**src/mpjs_defines.svh**
```systemverilog
`ifndef MPJS_DEFINES_SVH
`define MPJS_DEFINES_SVH
`define MPJS_SET_W 6
`define MPJS_POS_W 32
`define MPJS_SPD_W 16
`define MPJS_NSET 64
`define MPJS_NTRIG 4
`define MPJS_NSYNC 8
`define MPJS_SB_HOME 7
`define MPJS_SB_START 6
`define MPJS_SB_STOP 3
`define MPJS_SB_COMBO 2
`define MPJS_SET_ZERO 6'h00
`define MPJS_POS_ZERO 32'h0000_0000
`define MPJS_SPD_ZERO 16'h0000
`endif

```
**src/mpjs_pkg.sv**
```systemverilog
`include "mpjs_defines.svh"
package mpjs_pkg;
	typedef logic [`MPJS_SET_W-1:0] mpjs_set_t;
	typedef logic [`MPJS_POS_W-1:0] mpjs_pos_t;
	typedef logic [`MPJS_SPD_W-1:0] mpjs_spd_t;
	typedef enum logic [1:0] {
		MPJS_IDLE = 2'b00,
		MPJS_MOVE = 2'b01,
		MPJS_JOG = 2'b10
	} mpjs_state_e;
	typedef struct packed {
		logic is_final;
		logic ignore_stop;
		logic branching;
		mpjs_set_t next_a;
		mpjs_set_t next_b;
		mpjs_pos_t remain_msg;
	} mpjs_setcfg_s;
	typedef struct packed {
		mpjs_spd_t pos_speed;
		mpjs_spd_t pos_accel;
		mpjs_spd_t neg_speed;
		mpjs_spd_t neg_accel;
	} mpjs_jogcfg_s;
	typedef struct packed {
		logic setpoint_at_target;
		logic actual_at_target;
		logic remain_reached;
		logic homing_valid;
		logic trigger_hit;
	} mpjs_msg_s;
endpackage

```
**src/mpjs_sequencer.sv**
```systemverilog
`timescale 1ns/1ns
`default_nettype none
`include "mpjs_defines.svh"
module mpjs_sequencer (
	input wire logic clk,
	input wire logic nrst,
	input wire logic home_entry_in,
	input wire logic start_entry_in,
	input wire logic branch_input_a,
	input wire logic branch_input_b,
	input wire logic stop_in,
	input wire logic combo_start_stop_in,
	input wire logic combo_enable,
	input wire logic jog_pos_in,
	input wire logic jog_neg_in,
	input wire logic course_program_active,
	input wire logic jog_mode_enable,
	input wire logic direct_start,
	input wire mpjs_pkg::mpjs_set_t direct_set,
	input wire mpjs_pkg::mpjs_set_t home_set,
	input wire mpjs_pkg::mpjs_set_t start_set,
	input wire mpjs_pkg::mpjs_setcfg_s set_cfg,
	input wire mpjs_pkg::mpjs_jogcfg_s jog_cfg,
	input wire logic run_done,
	input wire mpjs_pkg::mpjs_pos_t target_pos,
	input wire mpjs_pkg::mpjs_pos_t setpoint_pos,
	input wire mpjs_pkg::mpjs_pos_t actual_pos,
	input wire mpjs_pkg::mpjs_pos_t tolerance,
	input wire mpjs_pkg::mpjs_pos_t remaining_dist,
	input wire logic homing_done_ok,
	input wire logic homing_start,
	input wire mpjs_pkg::mpjs_pos_t [`MPJS_NTRIG-1:0] trig_pos,
	output mpjs_pkg::mpjs_set_t cfg_set_sel,
	output logic run_start,
	output var mpjs_pkg::mpjs_set_t run_set,
	output logic program_busy,
	output var logic jog_active,
	output var logic jog_dir_neg,
	output var mpjs_pkg::mpjs_spd_t jog_speed,
	output var mpjs_pkg::mpjs_spd_t jog_accel,
	output var mpjs_pkg::mpjs_msg_s msg_out
);
	import mpjs_pkg::*;

	////////////////////////////////////////////////////////////////
	// input synchronisers
	localparam int NSYNC = `MPJS_NSYNC;
	logic [NSYNC-1:0] raw_w;
	logic [NSYNC-1:0] s1_q;
	logic [NSYNC-1:0] s2_q;
	logic [NSYNC-1:0] s3_q;
	assign raw_w = {home_entry_in, start_entry_in, branch_input_a, branch_input_b,
		stop_in, combo_start_stop_in, jog_pos_in, jog_neg_in};
	genvar gi;
	generate
		for (gi = 0; gi < NSYNC; gi++) begin : g_sync
			always_ff @(posedge clk or negedge nrst) begin
				if (!nrst) begin
					s1_q[gi] <= 1'b0;
					s2_q[gi] <= 1'b0;
					s3_q[gi] <= 1'b0;
				end else begin
					s1_q[gi] <= raw_w[gi];
					s2_q[gi] <= s1_q[gi];
					s3_q[gi] <= s2_q[gi];
				end
			end
		end
	endgenerate
	logic home_w, start_w, br_a_w, br_b_w, stop_w, combo_w, jp_w, jn_w;
	assign {home_w, start_w, br_a_w, br_b_w, stop_w, combo_w, jp_w, jn_w} = s2_q;
	logic home_rise_w, start_rise_w, stop_rise_w, combo_rise_w;
	assign home_rise_w = home_w & ~s3_q[`MPJS_SB_HOME];
	assign start_rise_w = start_w & ~s3_q[`MPJS_SB_START];
	assign stop_rise_w = stop_w & ~s3_q[`MPJS_SB_STOP];
	assign combo_rise_w = combo_enable & combo_w & ~s3_q[`MPJS_SB_COMBO];

	////////////////////////////////////////////////////////////////
	// sequencer
	mpjs_state_e state_q, state_d;
	mpjs_set_t set_q, set_d;
	logic stop_pend_q, stop_pend_d;
	logic halt_after_q, halt_after_d;
	logic rec_a_q, rec_b_q;
	logic run_start_d;
	assign cfg_set_sel = set_q;
	assign program_busy = (state_q == MPJS_MOVE);

	logic entry_w;
	mpjs_set_t entry_set_w;
	assign entry_w = direct_start | home_rise_w | start_rise_w | combo_rise_w;
	assign entry_set_w = direct_start ? direct_set :
		home_rise_w ? home_set : start_set;

	logic stop_req_w;
	assign stop_req_w = stop_rise_w | (combo_rise_w & program_busy);

	logic any_stop_w;
	assign any_stop_w = stop_req_w | stop_pend_q;

	// branch choice: a over b, else first following position
	function automatic mpjs_set_t pick_next(input mpjs_setcfg_s c, input logic a, input logic b);
		if (!c.branching)
			return c.next_a;
		else if (a)
			return c.next_a;
		else if (b)
			return c.next_b;
		else
			return c.next_a;
	endfunction
	mpjs_set_t next_set_w;
	assign next_set_w = pick_next(set_cfg, rec_a_q, rec_b_q);

	logic jog_req_w;
	assign jog_req_w = jog_mode_enable & (jp_w ^ jn_w);

	always_comb begin
		state_d = state_q;
		set_d = set_q;
		stop_pend_d = stop_pend_q;
		halt_after_d = halt_after_q;
		run_start_d = 1'b0;
		unique case (state_q)
			MPJS_IDLE: begin
				stop_pend_d = 1'b0;
				halt_after_d = 1'b0;
				if (entry_w) begin
					state_d = MPJS_MOVE;
					set_d = entry_set_w;
					run_start_d = 1'b1;
				end else if (jog_req_w) begin
					state_d = MPJS_JOG;
				end
			end
			MPJS_MOVE: begin
				if (stop_req_w && set_cfg.ignore_stop)
					stop_pend_d = 1'b1;
				if (run_done) begin
					if (!course_program_active || set_cfg.is_final || halt_after_q) begin
						state_d = MPJS_IDLE;
					end else if (any_stop_w && !set_cfg.ignore_stop) begin
						state_d = MPJS_IDLE;
					end else begin
						set_d = next_set_w;
						run_start_d = 1'b1;
						halt_after_d = stop_pend_d;
						stop_pend_d = 1'b0;
					end
				end else if (stop_req_w && !set_cfg.ignore_stop) begin
					state_d = MPJS_IDLE;
				end
				if (halt_after_q && !set_cfg.ignore_stop)
					halt_after_d = 1'b1;
				else if (halt_after_q && set_cfg.ignore_stop && !run_done) begin
					halt_after_d = 1'b0;
					stop_pend_d = 1'b1;
				end
			end
			MPJS_JOG: begin
				if (!jog_req_w)
					state_d = MPJS_IDLE;
			end
			default: state_d = MPJS_IDLE;
		endcase
	end

	always_ff @(posedge clk or negedge nrst) begin
		if (!nrst) begin
			state_q <= MPJS_IDLE;
			set_q <= `MPJS_SET_ZERO;
			stop_pend_q <= 1'b0;
			halt_after_q <= 1'b0;
		end else begin
			state_q <= state_d;
			set_q <= set_d;
			stop_pend_q <= stop_pend_d;
			halt_after_q <= halt_after_d;
		end
	end

	// latest branch levels, sampled every cycle
	always_ff @(posedge clk or negedge nrst) begin
		if (!nrst) begin
			rec_a_q <= 1'b0;
			rec_b_q <= 1'b0;
		end else begin
			rec_a_q <= br_a_w;
			rec_b_q <= br_b_w;
		end
	end

	always_ff @(posedge clk or negedge nrst) begin
		if (!nrst) begin
			run_start <= 1'b0;
			run_set <= `MPJS_SET_ZERO;
		end else begin
			run_start <= run_start_d;
			run_set <= set_d;
		end
	end

	////////////////////////////////////////////////////////////////
	// jog outputs
	always_ff @(posedge clk or negedge nrst) begin
		if (!nrst) begin
			jog_active <= 1'b0;
			jog_dir_neg <= 1'b0;
			jog_speed <= `MPJS_SPD_ZERO;
			jog_accel <= `MPJS_SPD_ZERO;
		end else begin
			jog_active <= (state_d == MPJS_JOG);
			jog_dir_neg <= jn_w;
			jog_speed <= jn_w ? jog_cfg.neg_speed : jog_cfg.pos_speed;
			jog_accel <= jn_w ? jog_cfg.neg_accel : jog_cfg.pos_accel;
		end
	end

	////////////////////////////////////////////////////////////////
	// completion messages
	logic [`MPJS_POS_W-1:0] err_w;
	assign err_w = (actual_pos >= target_pos) ? actual_pos - target_pos : target_pos - actual_pos;
	logic [`MPJS_NTRIG-1:0] trig_w;
	generate
		for (gi = 0; gi < `MPJS_NTRIG; gi++) begin : g_trig
			assign trig_w[gi] = (actual_pos == trig_pos[gi]);
		end
	endgenerate
	logic homed_q;
	always_ff @(posedge clk or negedge nrst) begin
		if (!nrst)
			homed_q <= 1'b0;
		else if (homing_done_ok)
			homed_q <= 1'b1;
		else if (homing_start)
			homed_q <= 1'b0;
	end
	always_ff @(posedge clk or negedge nrst) begin
		if (!nrst) begin
			msg_out <= '0;
		end else begin
			msg_out.setpoint_at_target <= (setpoint_pos == target_pos);
			msg_out.actual_at_target <= (err_w <= tolerance);
			msg_out.remain_reached <= program_busy && (remaining_dist <= set_cfg.remain_msg);
			msg_out.homing_valid <= homed_q;
			msg_out.trigger_hit <= |trig_w;
		end
	end
endmodule
`default_nettype wire

```
**config.mk**
```make
export PLATFORM = sky130hd
export DESIGN_NAME = mpjs_sequencer
export DESIGN_NICKNAME = d
export VERILOG_FILES = /design/src/mpjs_pkg.sv /design/src/mpjs_sequencer.sv
export VERILOG_INCLUDE_DIRS = /design/src
export SDC_FILE = /design/constraint.sdc
export NUM_CORES = 1
export LEC_CHECK = 0
export BUFFER_PORTS_ARGS = -buffer_cell sky130_fd_sc_hd__buf_2
export CAP_MARGIN = 20
export CORE_AREA = 2 2 192 194
export DETAILED_ROUTE_END_ITERATION = 12
export DIE_AREA = 0 0 194 196
export GPL_TIMING_DRIVEN = 0
export SYNTH_ARGS = -nofsm -noshare
export SYNTH_HDL_FRONTEND = slang
export SYNTH_SLANG_ARGS = --single-unit
```
**constraint.sdc**
```tcl
create_clock -name clk -period 1.9 [get_ports clk]
set_input_delay 0.38 -clock clk [delete_from_list [all_inputs] [get_ports clk]]
set_output_delay 0.38 -clock clk [all_outputs]
set_load 0.05 [all_outputs]
```
==> results of run 1 <==
-- power by group through the flow --
stage / Combinational, mW / Sequential, mW / Clock (mW)
floorplan: 2.77 / 2.40 / 0
global placement: 4.84 / 1.88 / 0
detailed placement: 4.90 / 1.88 / 0
CTS: 5.28 / 1.86 / 1.84
global route: 5.76 / 1.88 / 1.90
finish: 5.36 / 1.86 / 1.80
-- per-stage QoR --
stage	util (%)	total power, mW	hold WS [ns]	TNS (ns)	std cells
floorplan	-	5.165	0.08441	-2.118	1190
global placement	35.86	6.722	0.3315	-8.100	2144
detailed placement	35.94	6.788	0.3347	-6.878	2145
CTS	38.34	8.971	0.1457	-2.146	2189
global route	38.69	9.543	0.1437	-2.426	2195
finish	38.70	9.015	0.1583	-2.231	2197
-- synthesized netlist by cell type (all sizes together), types with 3 or more instances --
cell type,instances,share of area [%]
nor4b,3,0.27
o31a,3,0.27
nand3,9,0.46
nor2b,19,1.2
xor2,44,3.9
nor4,17,1.1
a21o,67,5.1
o211ai,9,0.74
ha,127,16
clkbuf,45,1.7
nand3b,3,0.23
mux2,41,4.7
xnor2,147,13
inv,145,5.5
buf,35,2.3
nand4,64,4.1
a31oi,9,0.73
o21bai,6,0.46
o31ai,3,0.23
mux2i,23,2.3
o21ai,42,2.2
nand2b,7,0.45
dfrtp,73,19
a211oi,17,1.4
a221oi,7,0.75
nand2,49,2.0
o21a,3,0.23
nor2,45,1.7
a21oi,83,4.2
nor3,13,0.66
-- registers in the layout, summed over array words and instances (netlist names), 2 cells and up --
signal / cells
jog_accel: 16
jog_speed: 16
s1_q: 8
run_set: 6
msg_out: 5
s3_q: 4
state_q: 2
-- timing repair --
action	CTS	global route
hold buffers	1	0
pin swaps	36	16
hold endpoints to repair	18	0
setup endpoints to repair	9	10
buffers inserted	32	5
resized for setup	84	26
-- routing by layer --
metal / global-route usage [%] / part of all wire (%)
met2: 40.44 / 50
met1: 24.56 / 38
met5: 0 / 0.020
met3: 4.229 / 5.9
met4: 11.73 / 5.6
-- worst paths after layout --
path / from / to / slack, ns / cells past startpoint
worst min-delay path: start_entry_in / s1_q[6] / 0.16 / 1
worst min register to register: s1_q[3] / stop_w / 0.34 / 0
worst max register to register: stop_pend_q / run_set[1] / 0.16 / 5
max in group asynchronous: nrst / jog_accel[13] / 0.79 / 3
min in group asynchronous: nrst / run_set[3] / 0.57 / 2
worst max-delay path: target_pos[18] / msg_out[3] / -2.23 / 22
-- worst max-delay path, cell delays in order --
cell and delay [ns]:
buf_2 0.19, inv_1 0.07, ha_1 0.27, buf_4 0.17
nand2_2 0.10, nor2_4 0.19, nor3_1 0.08, o41ai_2 0.33
o21ai_2 0.11, buf_6 0.15, buf_6 0.13, o31a_1 0.34
a221oi_2 0.31, xnor2_1 0.19, ha_1 0.29, a21o_1 0.18
a21oi_2 0.16, o21ai_2 0.09, a21oi_4 0.18, nor3_2 0.07
o31ai_1 0.22, a32o_2 0.17
-- cell usage in the layout, fill, tap and decap left out, types with 52 or more instances in the layout --
master	netlist	final
a21o_1	67	67
buf_2	18	483
dfrtp_1	73	72
nand4_1	64	64
buf_4	11	52
ha_1	127	120
xnor2_1	147	147
a21oi_1	83	70
inv_1	145	141
-- logic make-up after synthesis --
kind of cell / after synthesis
adders and majority gates: 129
and+or+nand+nor: 240
muxes: 64
buffers and inverters: 225
DFF: 73
xor gates and xnor gates: 191
AOI/OAI and AO/OA: 268
-- area by class of cell --
type	count	area share, %
multi-input cells	892	52.69
repair buffers	525	19.92
flip-flops and latches	73	13.09
well taps	468	4.193
inverters	145	3.987
plain buffers	76	3.781
clock buffers	11	1.738
clock inverters	4	0.5465
diodes	3	0.05375
==> impl_metrics.py, run 1 <==
metrics = {
    "yosys": {
        "yosys.area_share.simple_pct": 13.05,
        "synth.area.mux_share_pct": 7.045,
        "synth_area_mm2": 0.009821,
        "yosysWarnings": 0,
        "synth-xor-area-share_pct": 17.03,
        "synth_top_family_by_area": "compound AO/OA/AOI/OAI gates",
        "synth-seq-cells": 73,
        "synth_fp_nets": 1753,
        "avgSynthCellArea_um2": 8.253,
        "yosys.cell_types.count": 69,
        "ys.flop_type": "dfrtp_1",
        "synth_seq_area_share_pct": 18.60,
        "async_flop_share_pct": 100.0,
        "synthCells": 1190,
        "yosys.area_share.adder_pct": 16.59,
        "synth_compound_area_share_pct": 18.13,
        "synth-edff-count": 0,
    },
    "clock_tree": {
        "cts_buffers": 9,
        "cts-root-buf": "clkbuf_16",
        "cts_tree": "yes",
        "clock-sinks": 73,
        "clk_latency_ns": 0.33,
        "clk_path_buf_depth": 2,
        "clkTransAtPathRegs_ns": 0.06,
        "htreeDepth": 3,
    },
    "status": {
        "status": "finished with violations",
        "violations": "negative setup slack",
    },
    "die": {
        "core_mm2": 0.03608,
        "dieHeight_um": 196,
        "die_area_mm2": 0.03802,
        "io_pins": 487,
        "initial_utilization_pct": 27.22,
        "rows": 70,
        "die_w_um": 194,
    },
    "layout": {
        "final_area_mm2": 0.01397,
        "multi_input_area_mm2": 0.007358,
        "fillerInstances": 3780,
        "area_growth_pct": 42.21,
        "drive_gt1_share_pct": 40.09,
        "ff_latch_area_mm2": 0.001828,
        "nets": 2285,
    },
    "power": {
        "power_leakage_nw": 7.243,
        "switchingPower_mw": 3.881,
        "clockPowerShare_pct": 19.9,
        "comb_power_share_pct": 59.5,
        "seq_power_share_pct": 20.6,
        "p_int_mw": 5.133,
        "swShare_pct": 43.06,
        "p_per_area_mw_per_mm2": 645.5,
        "irDropWorstVdd_v": 0.0007887,
    },
    "critical_path": {
        "crit_fanout": 9,
        "cp-start-kind": "input pin",
        "crit_type": "in2reg",
        "crit_path_end_kind": "flop",
        "cp.required_ns": 2.15,
        "cp.arrival_ns": 4.38,
    },
    "placement": {
        "placed_cell_area_mm2": 0.01297,
        "dp_hpwl_mm": 38.91,
        "globalplace.congestion": 0.9608,
        "port-buffer-count": 486,
        "pre_cts_slack_ns": -3.199,
    },
    "sta": {
        "layout_setup_ws_ns": -2.231,
        "fin_crit_sh_pct": 217.4,
        "skew_ns": 0.007529,
        "clock.fmax_mhz": 242.1,
        "worstMarginPinSlew_ns": 0.8238,
        "rsz0062_at_grt": "true",
        "min_period_ns": 4.131,
        "maxSlewHeadroom_pct": 45.08,
        "setup_violations": 1,
        "hold_viol_final": 0,
        "maxSlewViolCount": 0,
    },
    "route": {
        "ant_nets": 0,
        "wl_per_cell_um": 20.17,
        "drcViolationCount": 0,
        "drtIter0Drc": 456,
        "wirelength_mm": 44.31,
        "drtPass1Iterations": 5,
        "viasPerCell": 4.854,
        "num_vias": 10670,
    },
    "global_routing": {
        "grt_pass1_wl_mm": 64.49,
        "grt_usage_pct": 22.25,
        "overflow": 0,
        "grt_pass1_vias": 11040,
        "grt_max_degree": 44,
        "antenna_found_initial": 7,
    },
    "worst_hold_path": {
        "min_path_type": "in2reg",
    },
    "run": {
        "drv_cap": 0,
    },
}
Note: power is estimated with default switching activity, not from simulation.
==> run 2: changes to the inputs <==
==> constraint.sdc (replaced) <==
create_clock -name clk -period 1.9 [get_ports clk]
set_input_delay 0.19 -clock clk [delete_from_list [all_inputs] [get_ports clk]]
set_output_delay 0.19 -clock clk [all_outputs]
set_load 0.05 [all_outputs]
==> impl_metrics.py, run 2 (synthesized netlist as in run 1, its figures left out) <==
metrics = {
    "layout": {
        "fillerInstances": 3778,
        "area_growth_pct": 42.87,
        "layout.cells.non_filler": 2205,
        "drive_gt1_share_pct": 39.68,
        "reg_top3": "jog_accel x16, jog_speed x16, s1_q x8",
        "nets": 2293,
        "finish.utilization_pct": 38.88,
        "final_cell_mix": "buf_2 (483), xnor2_1 (147), inv_1 (142), ha_1 (120), dfrtp_1 (72)",
        "final_common_cell": "buf_2",
    },
    "clock_tree": {
        "cts_buffers": 9,
        "htreeDepth": 3,
        "clk_path_buf_depth": 2,
        "clock-sinks": 73,
        "cts-root-buf": "clkbuf_16",
        "cts_tree": "yes",
        "clk_latency_ns": 0.33,
        "clkTransAtPathRegs_ns": 0.05,
    },
    "route": {
        "drcViolationCount": 0,
        "viasPerCell": 4.849,
        "ant_nets": 0,
        "drtPass1Iterations": 5,
        "wirelength_mm": 44.38,
        "num_vias": 10690,
        "drtIter0Drc": 504,
        "wl_per_cell_um": 20.13,
    },
    "critical_path": {
        "ff2ff_setup_slack_ns": 0.15,
        "cp.arrival_ns": 4.17,
        "cp-start-kind": "input pin",
        "crit_path_end_kind": "flop",
        "cp.required_ns": 2.15,
        "crit_fanout": 9,
        "crit_type": "in2reg",
    },
    "sta": {
        "maxSlewViolCount": 0,
        "maxSlewHeadroom_pct": 46.01,
        "hold_viol_final": 0,
        "clock.fmax_mhz": 255.5,
        "worstMarginPinSlew_ns": 0.8099,
        "layout_setup_ws_ns": -2.014,
        "setup_violations": 1,
        "rsz0062_at_grt": "true",
        "holdWs_ns": 0.06390,
        "min_period_ns": 3.914,
        "skew_ns": 0.007528,
        "fin_crit_sh_pct": 206.0,
    },
    "die": {
        "die_area_mm2": 0.03802,
        "initial_utilization_pct": 27.22,
        "die_w_um": 194,
        "rows": 70,
        "core_mm2": 0.03608,
        "dieHeight_um": 196,
        "io_pins": 487,
    },
    "placement": {
        "globalplace.congestion": 0.9608,
        "port-buffer-count": 486,
        "dp_hpwl_mm": 38.91,
        "pre_cts_slack_ns": -3.009,
        "placed_cells": 2145,
    },
    "power": {
        "power_leakage_nw": 7.266,
        "p_per_area_mw_per_mm2": 642.4,
        "irDropWorstVdd_v": 0.0007893,
        "p_total_mw": 9.014,
    },
    "global_routing": {
        "overflow": 0,
        "grt_pass1_wl_mm": 64.59,
        "antenna_found_initial": 7,
        "grt_max_degree": 44,
        "grt_pass1_vias": 11080,
        "grt_usage_pct": 22.27,
    },
    "worst_hold_path": {
        "min_path_type": "in2reg",
    },
    "run": {
        "drv_cap": 0,
    },
    "status": {
        "violations": "negative setup slack",
        "status": "finished with violations",
    },
}
==> run 2: critical path, cell delays in order <==
cell      delay (ns)
buf_2           0.19
inv_1           0.07
ha_1            0.27
buf_4           0.17
nand2_2         0.10
nor2_4          0.19
nor3_1          0.08
o41ai_2         0.33
o21ai_2         0.11
buf_6           0.15
buf_6           0.13
o31a_1          0.33
a221oi_2        0.31
xnor2_1         0.18
ha_1            0.29
a21o_1          0.18
a21oi_2         0.16
o21ai_2         0.09
a21oi_4         0.17
nor3_2          0.07
o31ai_1         0.22
a32o_2          0.17
==> run 2: power breakdown <==
group	internal, mW	switching, mW
combinational	2.19	3.16
sequential	1.75	0.107
clock	1.18	0.616
==> run 2: final timing paths <==
check                          startpoint       endpoint  cells after the start
hold / removal             homing_done_ok        homed_q                      2
hold reg to reg                   s1_q[3]         stop_w                      0
max in group asynchronous            nrst  jog_accel[13]                      3
setup reg to reg              stop_pend_q     run_set[1]                      5
setup / recovery           target_pos[18]     msg_out[3]                     22
min in group asynchronous            nrst     run_set[3]                      2
==> run 2: metrics by stage <==
| stage | instance area [um^2] | setup TNS (ns) |
|---|---|---|
| final | 14030 | -2.014 |
| after floorplan | 9921 | -1.928 |
| after global routing | 14030 | -2.236 |
| after CTS | 13910 | -1.956 |
| after global placement | 12940 | -5.824 |
| after detailed placement | 12970 | -6.118 |
==> run 2: cell type report <==
cell class / count / area, um^2 / share of cell area (%)
well taps: 468 / 585.6 / 4.173
multi-input cells: 892 / 7352 / 52.40
diodes: 3 / 7.507 / 0.05350
flip-flops and latches: 73 / 1828 / 13.03
clock inverters: 4 / 76.32 / 0.5440
inverters: 145 / 556.8 / 3.968
plain buffers: 76 / 523.0 / 3.727
clock buffers: 11 / 242.7 / 1.730
repair buffers: 533 / 2859 / 20.38
==> run 2: routing by layer <==
metal  GRT usage (%)  vias up  routed length [um]
li1                -     5197                   -
met1           24.57     4907               16900
met2           40.42      478               22210
met3           4.298      108                2705
met4           11.76        2                2551
met5               0        -                   9
==> run 2: repair_timing <==
action                                  CTS  global route
setup buffers                            32             5
hold buffers                              9             0
gates resized for setup                  80            21
pin swaps                                36            15
hold endpoints to repair                 38             0
endpoints found under the setup margin    9             8
